## config.mk

```make
export PLATFORM = sky130hd
export DESIGN_NAME = dll_switch_sequencer
export DESIGN_NICKNAME = d
export VERILOG_FILES = /design/src/verilog/dll_switch_pkg.sv /design/src/verilog/dll_switch_sequencer.sv /design/src/verilog/dram_wait_timer.sv
export SDC_FILE = /design/constraint.sdc
export NUM_CORES = 1
export LEC_CHECK = 0
export BUFFER_PORTS_ARGS = -buffer_cell sky130_fd_sc_hd__buf_2
export CORE_MARGIN = 1.5
export CORE_UTILIZATION = 35
export DETAILED_ROUTE_END_ITERATION = 8
export SLEW_MARGIN = 20
export SYNTH_ARGS = -nofsm -noshare
export SYNTH_HDL_FRONTEND = slang
export SYNTH_SLANG_ARGS = --single-unit
export TNS_END_PERCENT = 20
```

## constraint.sdc

```tcl
create_clock -name clk -period 3.3 [get_ports clk]
set_input_delay 0.495 -clock clk [delete_from_list [all_inputs] [get_ports clk]]
set_output_delay 0.495 -clock clk [all_outputs]
set_load 0.02 [all_outputs]
```

## src/verilog/dll_switch_pkg.sv

```systemverilog
// constants and types shared by the DLL on/off switch sequencer
package dll_switch_pkg;
    // =====================================================================
    // clock and timing
    localparam int unsigned CLK_PERIOD_PS = 10000;
    localparam int unsigned TIMER_W = 12;
    localparam int unsigned T_MOD_NCK = 12;
    localparam int unsigned T_MRD_NCK = 4;
    localparam int unsigned T_CKSRE_NCK = 5;
    localparam int unsigned T_CKSRX_NCK = 5;
    localparam int unsigned T_DLLK_NCK = 512;
    localparam int unsigned T_ZQOPER_NCK = 256;
    localparam int unsigned T_XS_NS = 170;
    localparam int unsigned T_RP_NS = 14;

    // nanoseconds to whole cycles, rounded up, never below one
    function automatic int unsigned nsToCycles(input int unsigned ns);
        int unsigned cyc;
        cyc = (ns * 1000 + CLK_PERIOD_PS - 1) / CLK_PERIOD_PS;
        return (cyc < 1) ? 1 : cyc;
    endfunction

    localparam int unsigned T_XS_CYC = nsToCycles(T_XS_NS); // RQ15
    localparam int unsigned T_RP_CYC = nsToCycles(T_RP_NS);

    // =====================================================================
    // mode register layout
    localparam logic [2:0] BA_MR0 = 3'h0;
    localparam logic [2:0] BA_MR1 = 3'h1;
    localparam logic [2:0] BA_MR2 = 3'h2;
    localparam int unsigned DLL_OFF_BIT = 0;
    localparam int unsigned DLL_RESET_BIT = 8;
    localparam int unsigned AP_BIT = 10;
    localparam logic [13:0] MR0_CL_MASK = 14'h0074;
    localparam logic [13:0] MR0_CL6 = 14'h0020;
    localparam logic [13:0] MR2_CWL_MASK = 14'h0038;
    localparam logic [13:0] MR2_CWL6 = 14'h0008;

    // =====================================================================
    // command bus
    typedef struct packed {
        logic csN;
        logic rasN;
        logic casN;
        logic weN;
    } cmd_t;

    localparam cmd_t CMD_NOP = 4'h7;
    localparam cmd_t CMD_MRS = 4'h0;
    localparam cmd_t CMD_REF = 4'h1;
    localparam cmd_t CMD_PRE = 4'h2;
    localparam cmd_t CMD_ZQ = 4'h6;

    typedef struct packed {
        logic cke;
        logic odt;
        cmd_t cmd;
        logic [2:0] ba;
        logic [13:0] addr;
    } ddr_bus_t;

    localparam ddr_bus_t BUS_RESET = '{cke: 1'b1, odt: 1'b0, cmd: CMD_NOP, ba: 3'h0, addr: 14'h0000};
endpackage

```

## src/verilog/dll_switch_sequencer.sv

```systemverilog
// controller side sequencer switching a DDR3 device between DLL-on and DLL-off
// Functional notes
// RQ1: device keeps DLL off while MR1 bit A0 is one.
// RQ2: before the DLL-off write, all banks precharged and ODT low.
// RQ3: wait tMOD after DLL-off write, enter self refresh, wait tCKSRE.
// RQ4: stable clock for tCKSRX after frequency change before self refresh exit.
// RQ5: off path keeps CKE high from exit until last tMOD has passed.
// RQ6: ODT held low from self refresh exit through the wait.
// RQ7: off path waits tXS, writes CL, CWL, WR, optional long ZQ, tMOD.
// RQ8: on path precharges all banks with ODT low before self refresh.
// RQ9: on path keeps CKE high and ODT low until tDLLK after DLL reset.
// RQ10: on path waits tXS then clears MR1 bit A0.
// RQ11: tMRD later, write MR0 with bit A8 set to reset the DLL.
// RQ12: tMRD later, reprogram mode registers; long ZQ after tMOD.
// RQ13: wait tMOD, tDLLK and tZQoper before finishing.
// RQ14: every wait counts real clock edges between commands.
// RQ15: nanosecond times become cycles by rounding up.
// RQ16: off path programs CL 6 and CWL 6 exactly.
// RQ17: device starts read strobes one cycle earlier with DLL off.
// RQ18: every wait is a configurable count; steps advance on expiry.
module dll_switch_sequencer
    import dll_switch_pkg::*;
#(
    parameter int unsigned T_MOD = dll_switch_pkg::T_MOD_NCK,
    parameter int unsigned T_MRD = dll_switch_pkg::T_MRD_NCK,
    parameter int unsigned T_RP = dll_switch_pkg::T_RP_CYC,
    parameter int unsigned T_XS = dll_switch_pkg::T_XS_CYC,
    parameter int unsigned T_CKSRE = dll_switch_pkg::T_CKSRE_NCK,
    parameter int unsigned T_CKSRX = dll_switch_pkg::T_CKSRX_NCK,
    parameter int unsigned T_DLLK = dll_switch_pkg::T_DLLK_NCK,
    parameter int unsigned T_ZQOPER = dll_switch_pkg::T_ZQOPER_NCK
) (
    input wire logic clk,
    input wire logic reset_n,
    input wire logic start,
    input wire logic toDllOff,
    input wire logic zqLong,
    input wire logic odtReq,
    input wire logic [13:0] mr0Val,
    input wire logic [13:0] mr2Val,
    input wire logic clkStableIn,
    output dll_switch_pkg::ddr_bus_t ddr,
    output logic freqChangeReq,
    output logic busy,
    output logic done,
    output logic dllDisabled
);
    import dll_switch_pkg::*;

    // =====================================================================
    // parameter checks
    localparam int unsigned TMAX = (1 << TIMER_W) - 1;
    if (T_MOD < 1 || T_MRD < 1 || T_RP < 1 || T_XS < 1 || T_CKSRE < 1 || T_CKSRX < 1 ||
        T_DLLK < 1 || T_ZQOPER < 1 || T_MOD > TMAX || T_MRD > TMAX || T_RP > TMAX ||
        T_XS > TMAX || T_CKSRE > TMAX || T_CKSRX > TMAX || T_DLLK > TMAX || T_ZQOPER > TMAX) begin : g_bad
        $error("wait counts must lie between 1 and the timer range");
    end

    typedef enum {
        ST_IDLE, ST_PREA, ST_MR1_OFF, ST_SRE, ST_FREQ_DROP, ST_FREQ_RISE, ST_SRX,
        ST_MR1_ON, ST_DLL_RESET, ST_MR2, ST_MR0, ST_ZQ, ST_WAIT, ST_LOCK_WAIT
    } state_t;

    state_t state, resume;
    logic goOff, doZq;
    logic [13:0] mr0Hold, mr2Hold;
    logic stableMeta, stable;
    logic waitLoad, waitDone, lockDone;
    logic [TIMER_W-1:0] waitLen;

    // length of the wait that follows the command issued in a state
    function automatic logic [TIMER_W-1:0] waitFor(input state_t s, input logic off);
        unique case (s)
            ST_PREA: return TIMER_W'(T_RP);
            ST_MR1_OFF: return TIMER_W'(T_MOD);
            ST_SRE: return TIMER_W'(T_CKSRE);
            ST_FREQ_RISE: return TIMER_W'(T_CKSRX);
            ST_SRX: return TIMER_W'(T_XS);
            ST_MR1_ON, ST_DLL_RESET: return TIMER_W'(T_MRD);
            ST_MR2: return off ? TIMER_W'(T_MRD) : TIMER_W'(T_MOD);
            ST_MR0: return TIMER_W'(T_MOD);
            ST_ZQ: return TIMER_W'(T_ZQOPER);
            ST_IDLE, ST_FREQ_DROP, ST_WAIT, ST_LOCK_WAIT: return TIMER_W'(0);
        endcase
    endfunction

    // =====================================================================
    // clock-stable pin crosses in through two flops
    always_ff @(posedge clk or negedge reset_n) begin
        if (!reset_n) begin
            stableMeta <= 1'b0;
            stable <= 1'b0;
        end else begin
            stableMeta <= clkStableIn;
            stable <= stableMeta;
        end
    end

    // =====================================================================
    // timers: one for the step waits, one for DLL relock
    always_comb begin
        waitLen = waitFor(state, goOff);
        waitLoad = (waitLen != '0) && (state != ST_WAIT);
    end

    dram_wait_timer #(.W(TIMER_W)) u_step_timer (
        .clk(clk),
        .reset_n(reset_n),
        .load(waitLoad),
        .length(waitLen),
        .expired(waitDone)
    );

    dram_wait_timer #(.W(TIMER_W)) u_lock_timer (
        .clk(clk),
        .reset_n(reset_n),
        .load(state == ST_DLL_RESET),
        .length(TIMER_W'(T_DLLK)),
        .expired(lockDone)
    );

    // =====================================================================
    // sequence control; a step leaves a wait only when its timer expires
    always_ff @(posedge clk or negedge reset_n) begin
        if (!reset_n) begin
            state <= ST_IDLE;
            resume <= ST_IDLE;
            goOff <= 1'b0;
            doZq <= 1'b0;
            mr0Hold <= '0;
            mr2Hold <= '0;
        end else begin
            unique case (state)
                ST_IDLE: begin
                    if (start) begin
                        goOff <= toDllOff;
                        doZq <= zqLong;
                        mr0Hold <= mr0Val;
                        mr2Hold <= mr2Val;
                        state <= ST_PREA; // RQ2 RQ8
                    end
                end
                ST_PREA: begin
                    resume <= goOff ? ST_MR1_OFF : ST_SRE;
                    state <= ST_WAIT;
                end
                ST_MR1_OFF: begin
                    resume <= ST_SRE; // RQ3
                    state <= ST_WAIT;
                end
                ST_SRE: begin
                    resume <= ST_FREQ_DROP; // RQ3
                    state <= ST_WAIT;
                end
                ST_FREQ_DROP: begin
                    if (!stable) begin
                        state <= ST_FREQ_RISE;
                    end
                end
                ST_FREQ_RISE: begin
                    if (stable) begin
                        resume <= ST_SRX; // RQ4
                        state <= ST_WAIT;
                    end
                end
                ST_SRX: begin
                    resume <= goOff ? ST_MR2 : ST_MR1_ON; // RQ7 RQ10
                    state <= ST_WAIT;
                end
                ST_MR1_ON: begin
                    resume <= ST_DLL_RESET; // RQ11
                    state <= ST_WAIT;
                end
                ST_DLL_RESET: begin
                    resume <= ST_MR2; // RQ12
                    state <= ST_WAIT;
                end
                ST_MR2: begin
                    resume <= goOff ? ST_MR0 : (doZq ? ST_ZQ : ST_LOCK_WAIT);
                    state <= ST_WAIT;
                end
                ST_MR0: begin
                    resume <= doZq ? ST_ZQ : ST_LOCK_WAIT; // RQ7
                    state <= ST_WAIT;
                end
                ST_ZQ: begin
                    resume <= ST_LOCK_WAIT; // RQ13
                    state <= ST_WAIT;
                end
                ST_WAIT: begin
                    if (waitDone) begin
                        state <= resume; // RQ14 RQ18
                    end
                end
                ST_LOCK_WAIT: begin
                    if (lockDone) begin
                        state <= ST_IDLE; // RQ13
                    end
                end
            endcase
        end
    end

    // =====================================================================
    // command bus; odt held low all sequence long, which suits both termination settings
    always_ff @(posedge clk or negedge reset_n) begin
        if (!reset_n) begin
            ddr <= BUS_RESET;
        end else begin
            ddr.cmd <= CMD_NOP;
            ddr.odt <= (state == ST_IDLE) ? odtReq : 1'b0; // RQ6 RQ9
            unique case (state)
                ST_PREA: begin
                    ddr.cmd <= CMD_PRE;
                    ddr.addr <= 14'h0400; // RQ2 RQ8
                end
                ST_MR1_OFF: begin
                    ddr.cmd <= CMD_MRS;
                    ddr.ba <= BA_MR1;
                    ddr.addr <= 14'h0001; // RQ3
                end
                ST_SRE: begin
                    ddr.cmd <= CMD_REF;
                    ddr.cke <= 1'b0;
                end
                ST_SRX: begin
                    ddr.cke <= 1'b1; // RQ5 RQ9
                end
                ST_MR1_ON: begin
                    ddr.cmd <= CMD_MRS;
                    ddr.ba <= BA_MR1;
                    ddr.addr <= 14'h0000; // RQ10
                end
                ST_DLL_RESET: begin
                    ddr.cmd <= CMD_MRS;
                    ddr.ba <= BA_MR0;
                    ddr.addr <= mr0Hold | 14'h0100; // RQ11
                end
                ST_MR2: begin
                    ddr.cmd <= CMD_MRS;
                    ddr.ba <= BA_MR2;
                    ddr.addr <= goOff ? ((mr2Hold & ~MR2_CWL_MASK) | MR2_CWL6) : mr2Hold; // RQ16
                end
                ST_MR0: begin
                    ddr.cmd <= CMD_MRS;
                    ddr.ba <= BA_MR0;
                    ddr.addr <= (mr0Hold & ~MR0_CL_MASK & 14'h3EFF) | MR0_CL6; // RQ16
                end
                ST_ZQ: begin
                    ddr.cmd <= CMD_ZQ;
                    ddr.addr <= 14'h0400; // RQ7 RQ12
                end
                ST_IDLE, ST_FREQ_DROP, ST_FREQ_RISE, ST_WAIT, ST_LOCK_WAIT: ;
            endcase
        end
    end

    // =====================================================================
    // status toward the user
    always_ff @(posedge clk or negedge reset_n) begin
        if (!reset_n) begin
            freqChangeReq <= 1'b0;
            busy <= 1'b0;
            done <= 1'b0;
            dllDisabled <= 1'b0;
        end else begin
            freqChangeReq <= (state == ST_FREQ_DROP) || (state == ST_FREQ_RISE && !stable);
            busy <= (state != ST_IDLE) || start;
            done <= (state == ST_LOCK_WAIT) && lockDone;
            if (state == ST_MR1_OFF) begin
                dllDisabled <= 1'b1; // RQ1
            end else if (state == ST_MR1_ON) begin
                dllDisabled <= 1'b0;
            end
        end
    end

    // =====================================================================
    // checks: spacing counter between command events seen on the bus
    logic prevCke, isCmd, afterSrx, lastMrs;
    logic [TIMER_W-1:0] sinceCmd;
    assign isCmd = (ddr.cmd != CMD_NOP) || (ddr.cke != prevCke);

    always_ff @(posedge clk or negedge reset_n) begin
        if (!reset_n) begin
            prevCke <= 1'b1;
            sinceCmd <= '1;
            afterSrx <= 1'b0;
            lastMrs <= 1'b0;
        end else begin
            prevCke <= ddr.cke;
            if (isCmd) begin
                sinceCmd <= TIMER_W'(1);
                afterSrx <= ddr.cke && !prevCke;
                lastMrs <= (ddr.cmd == CMD_MRS);
            end else if (sinceCmd != '1) begin
                sinceCmd <= sinceCmd + TIMER_W'(1);
            end
        end
    end
endmodule

```

## src/verilog/dram_wait_timer.sv

```systemverilog
// down counter that measures one wait interval in clock edges
module dram_wait_timer #(
    parameter int unsigned W = 12
) (
    input wire logic clk,
    input wire logic reset_n,
    input wire logic load,
    input wire logic [W-1:0] length,
    output logic expired
);
    logic [W-1:0] count;

    // =====================================================================
    // counter: a load of N reaches zero N-1 edges later
    always_ff @(posedge clk or negedge reset_n) begin
        if (!reset_n) begin
            count <= '0;
        end else if (load) begin
            count <= length - W'(1);
        end else if (count != '0) begin
            count <= count - W'(1);
        end
    end

    assign expired = (count == '0) && !load; // RQ18
endmodule

```

Word level (Yosys, flattened, before mapping) --
Cells that the tools add are included.
Operators by class: $add $sub $neg 3, reduce and logical (&&, ||, !) cells 37, mux-type cells 26, equal/unequal tests 25
Operators with widths (number):
- $pmux 32 s10 | 1
- $eq 32x4->1 const B | 9
- $mux 32 | 7
- $pmux 32 s6 | 1
- $eq 32x3->1 const B | 5
- $pmux 12 s8 | 1
- $pmux 14 s6 | 1
- $eq 32x2->1 const B | 2
- $eq 32x5->1 const B | 2
- $logic_not 32->1 | 2
- $mux 12 | 4
- $reduce_bool 12->1 | 3
- $sub 12x1->12 const B | 3
- $eq 32x1->1 const B | 1
- $ne 32x5->1 const B | 1
- $reduce_bool 32->1 | 1
- $logic_not 12->1 | 2
- $pmux 3 s4 | 1
- $reduce_or 2->1 | 6
- $reduce_bool 10->1 | 1
- $pmux 3 s3 | 1
- $reduce_or 9->1 | 1
- $mux 4 | 2
- $ne 2x2->1 const B | 4
- other kinds (15) | 29
Storage, ports and cells: word-level logic and storage cells 113, bits of input ports 35, output and inout bits 27, bits in registers 147

Logic depth before layout (Yosys ltp) --
word-level depth 9, gate-level depth with buffers 11, mapped depth without buffers 9

By module --
A second synthesis with hierarchy kept.
Unflattened totals: cell total of the unflattened synthesis 431, area total of the unflattened synthesis 4653.2 um2
By module, submodules not included:
- dll_switch_sequencer | instances 1, area each 2981.6 um2, cells each 259
- dram_wait_timer | instances 2, area each 835.8 um2, cells each 86

Worst setup path before layout --
OpenSTA, ideal clock, no wires.
path type reg-to-reg, start register state[0], end register u_step_timer.count[8], path slack 953 ps, stages on the path, launching flop included 12, period minus slack after synthesis 2347 ps, arrival time 2223 ps, cell sequence dfrtp_1 > buf_4 > buf_2 > buf_1 > buf_2 > o21ai_0 > a21oi_1 > ha_1 > nand2_1 > a211oi_1 > a21oi_1 > a211o_1
Between the ends: word-level cells in the longest chain between the ends 6
Ends and longest elaborated chain:
- start, declared | line dll_switch_sequencer.sv:64 | state_t state, resume;
- start signal, assigned | line dll_switch_sequencer.sv:192 | state <= resume;
- branches (longest 6 deep; another with $sub 12x1->12)
- end signal, assigned | line dram_wait_timer.sv:19 | count <= length - W'(1);
- end signal, assigned | line dram_wait_timer.sv:21 | count <= count - W'(1);
- end, declared | line dram_wait_timer.sv:11 | logic [W-1:0] count;
Parallel ways; which one is timed is not known. The select of a mux whose other input is x is not followed. A chain may end at the register's enable or synchronous reset.

Final worst setup path --
start register state[0], end register u_step_timer.count[11]
The elaborated chain is that of the path after synthesis.

==> impl_metrics.yaml <==
clock_tree:
  ctsResizeCount: 0
  cts_root_buf: "clkbuf_16"
  post-cts-setup-buffers: 0
  cts_buffer_depth: 2
  postCtsHoldBufs: 0
  clk_latency_ns: 0.35
  clkTransAtPathRegs_ns: 0.07
  cts_tree: "done"
  htree_levels: 3
  cts_buffers: 9
  cts.sink_count: 88
finish:
  final_nets: 514
  fillCellCount: 1186
  areaGrowthSynthToFinish_pct: 17.1
  n_antenna_cell: 0
  drive_gt1_share_pct: 27.4
  layout_common_cells: "84 x dfrtp_1, 57 x buf_2, 44 x nand2_1"
  final_common_cell: "dfrtp_1"
  layout.cells.non_filler: 629
sta:
  fin_crit_ns: 2.57
  fmax_mhz: 389
  skew_ns: 0.00809
  slew_headroom_pct: 46.9
  hold_viol: 0
  period_share_pct: 77.9
  finalSetupTns_ns: 0
  setup_viol: 0
  slew_viol_final: 0
  tightest_slew_ns: 0.791
  rsz0062_at_grt: "false"
routing:
  routed_via_density: 5.41
  drt-wirelength-per-cell_um: 16.1
  vias: 3406
  drt_pass1_iterations: 6
  drt_iter0_markers: 257
  post-route-drc-count: 0
  wirelength_mm: 10.1
  ant_nets: 0
place:
  place_hpwl_mm: 7.05
  gp_routability_congestion: 0.827
  dp.cells: 613
  io_buffers: 58
setup_path:
  worstReg2RegStart: "state[0]"
  reg2regPathDepth: 7
  crit_chain: "buf_4 > or2_1 > a21oi_1 > buf_4 > a21oi_1 > nand3_1 > o311a_1"
  path_class: "reg -> reg"
  crit_path_start_kind: "flip-flop"
  crit_path_end_kind: "flip-flop"
  slowest_stage: "dfrtp_1"
  arrival_ns: 2.80
  required_ns: 3.53
  regToRegSetupSlack_ns: 0.73
  cpPeakStageDelay_ns: 0.66
  r2r_end: "u_step_timer.count[11]"
  crit_family: "compound AO/OA/AOI/OAI gates"
  path_max_fanout: 13
  path_buf_inv: 2
global_route:
  grt_pass1_wl_mm: 17.0
  grt_max_degree: 55
  grt_pass1_vias: 3392
  grtUsageTotal_pct: 16.5
  antenna_found_initial: 0
  grt_overflow: 0
synthesis:
  synthCells: 417
  ys_types: 66
  synth-seq-area-share_pct: 51.1
  syn_area_per_cell_sq_um: 10.4
  syn-cell-area_sq_mm: 0.00432
  async_reset_ff_share_pct: 100
  synthFlopType: "dfrtp_1"
  yosys_warnings: 0
  synth_seq_cells: 88
  synth-edff-count: 0
floorplanning:
  row_count: 40
  die_w_um: 114
  die_area_sq_mm: 0.0130
  coreArea_sq_mm: 0.0120
  io_pins: 62
  die-height_um: 114
  start_util_pct: 35.9
flow_run:
  cap_violations: 0
power:
  pwr_density_cell_mw_per_mm2: 1010
  peakVddDrop_mv: 0.382
  leakage_nw: 2.39
hold_path:
  min_path_type: "in -> async"
outcome:
  status: "complete, no violations"
## report_power, final
group	internal, W	switching [W]
logic	0.000964	0.00128
clock network	0.000518	0.000455
registers	0.00154	0.000358
total	0.00302	0.00210
## sequential cells by signal, summed over array words and instances (netlist names), 4 cells and up
signal	count
u_lock_timer.count	12
u_step_timer.count	12
state	4
mr2Hold	14
resume	4
ddr	21
mr0Hold	13
## cell usage after synthesis, drive strengths merged (5+ instances only)
cell type | n | area share [%]
a211oi | 5 | 1.3
buf | 20 | 2.7
nand2b | 7 | 1.0
nor3 | 14 | 1.6
clkbuf | 5 | 0.43
a21o | 7 | 1.2
mux2 | 31 | 8.1
nand2 | 44 | 3.8
nand4 | 5 | 0.72
xor2 | 6 | 1.2
dfrtp | 84 | 49
a222oi | 8 | 1.9
nor2 | 29 | 2.5
nand3 | 11 | 1.3
inv | 17 | 1.5
a21oi | 27 | 3.2
o21ai | 19 | 2.2
## kinds of logic after synthesis
group | share of synthesized area, %
compound gates | 17.2
xor+xnor | 1.42
fa+ha+maj | 0.579
buf+inv | 4.58
flops | 51.1
mux | 8.78
other cells | 0.0868
simple gates | 16.2
## per-stage QoR
step	cell area (sq um)	util [%]	hold slack, ns	worst slack (ns)	total power, W
finish	5060	42.1	0.181	0.729	0.00511
detailed placement	4780	39.8	0.349	0.796	0.00415
global placement	4780	39.8	0.333	0.857	0.00408
floorplan	4320	-	0.199	0.953	0.00354
global route	5060	42.1	0.242	0.585	0.00551
CTS	5060	42.1	0.215	0.777	0.00515
## worst max-delay path by stage
stage	startpoint	end	slack, ns	depth (start not counted)
after global routing	state[0]	u_step_timer.count[11]	0.58	7
after detailed placement	state[0]	u_step_timer.count[11]	0.80	7
after floorplan	state[0]	u_step_timer.count[8]	0.95	11
after CTS	state[0]	u_step_timer.count[11]	0.78	7
final	state[0]	u_step_timer.count[11]	0.73	7
after global placement	state[0]	u_step_timer.count[11]	0.86	7
## area by class of cell
class                      instances  area, sq um  area share (%)
sequential                        88         2210            43.7
clock inverter                     7         53.8            1.06
clock buffer                       9          225            4.45
multi-input combinational        288         1920            37.9
tap                              147          184            3.64
timing repair buffer              73          405            8.02
inverter                          17         63.8            1.26
## routing by layer
| layer | part of all wire [%] | vias to the layer above | wire length, um | global-route usage [%] |
|---|---|---|---|---|
| li1 | - | 1630 | - | - |
| met1 | 46 | 1679 | 4690 | 22.2 |
| met2 | 47 | 88 | 4730 | 26.1 |
| met3 | 5.6 | 9 | 563 | 4.39 |
| met4 | 1.3 | 0 | 132 | 5.42 |
| met5 | 0 | - | 0 | 0 |
Power figures use the tool's default switching activity.
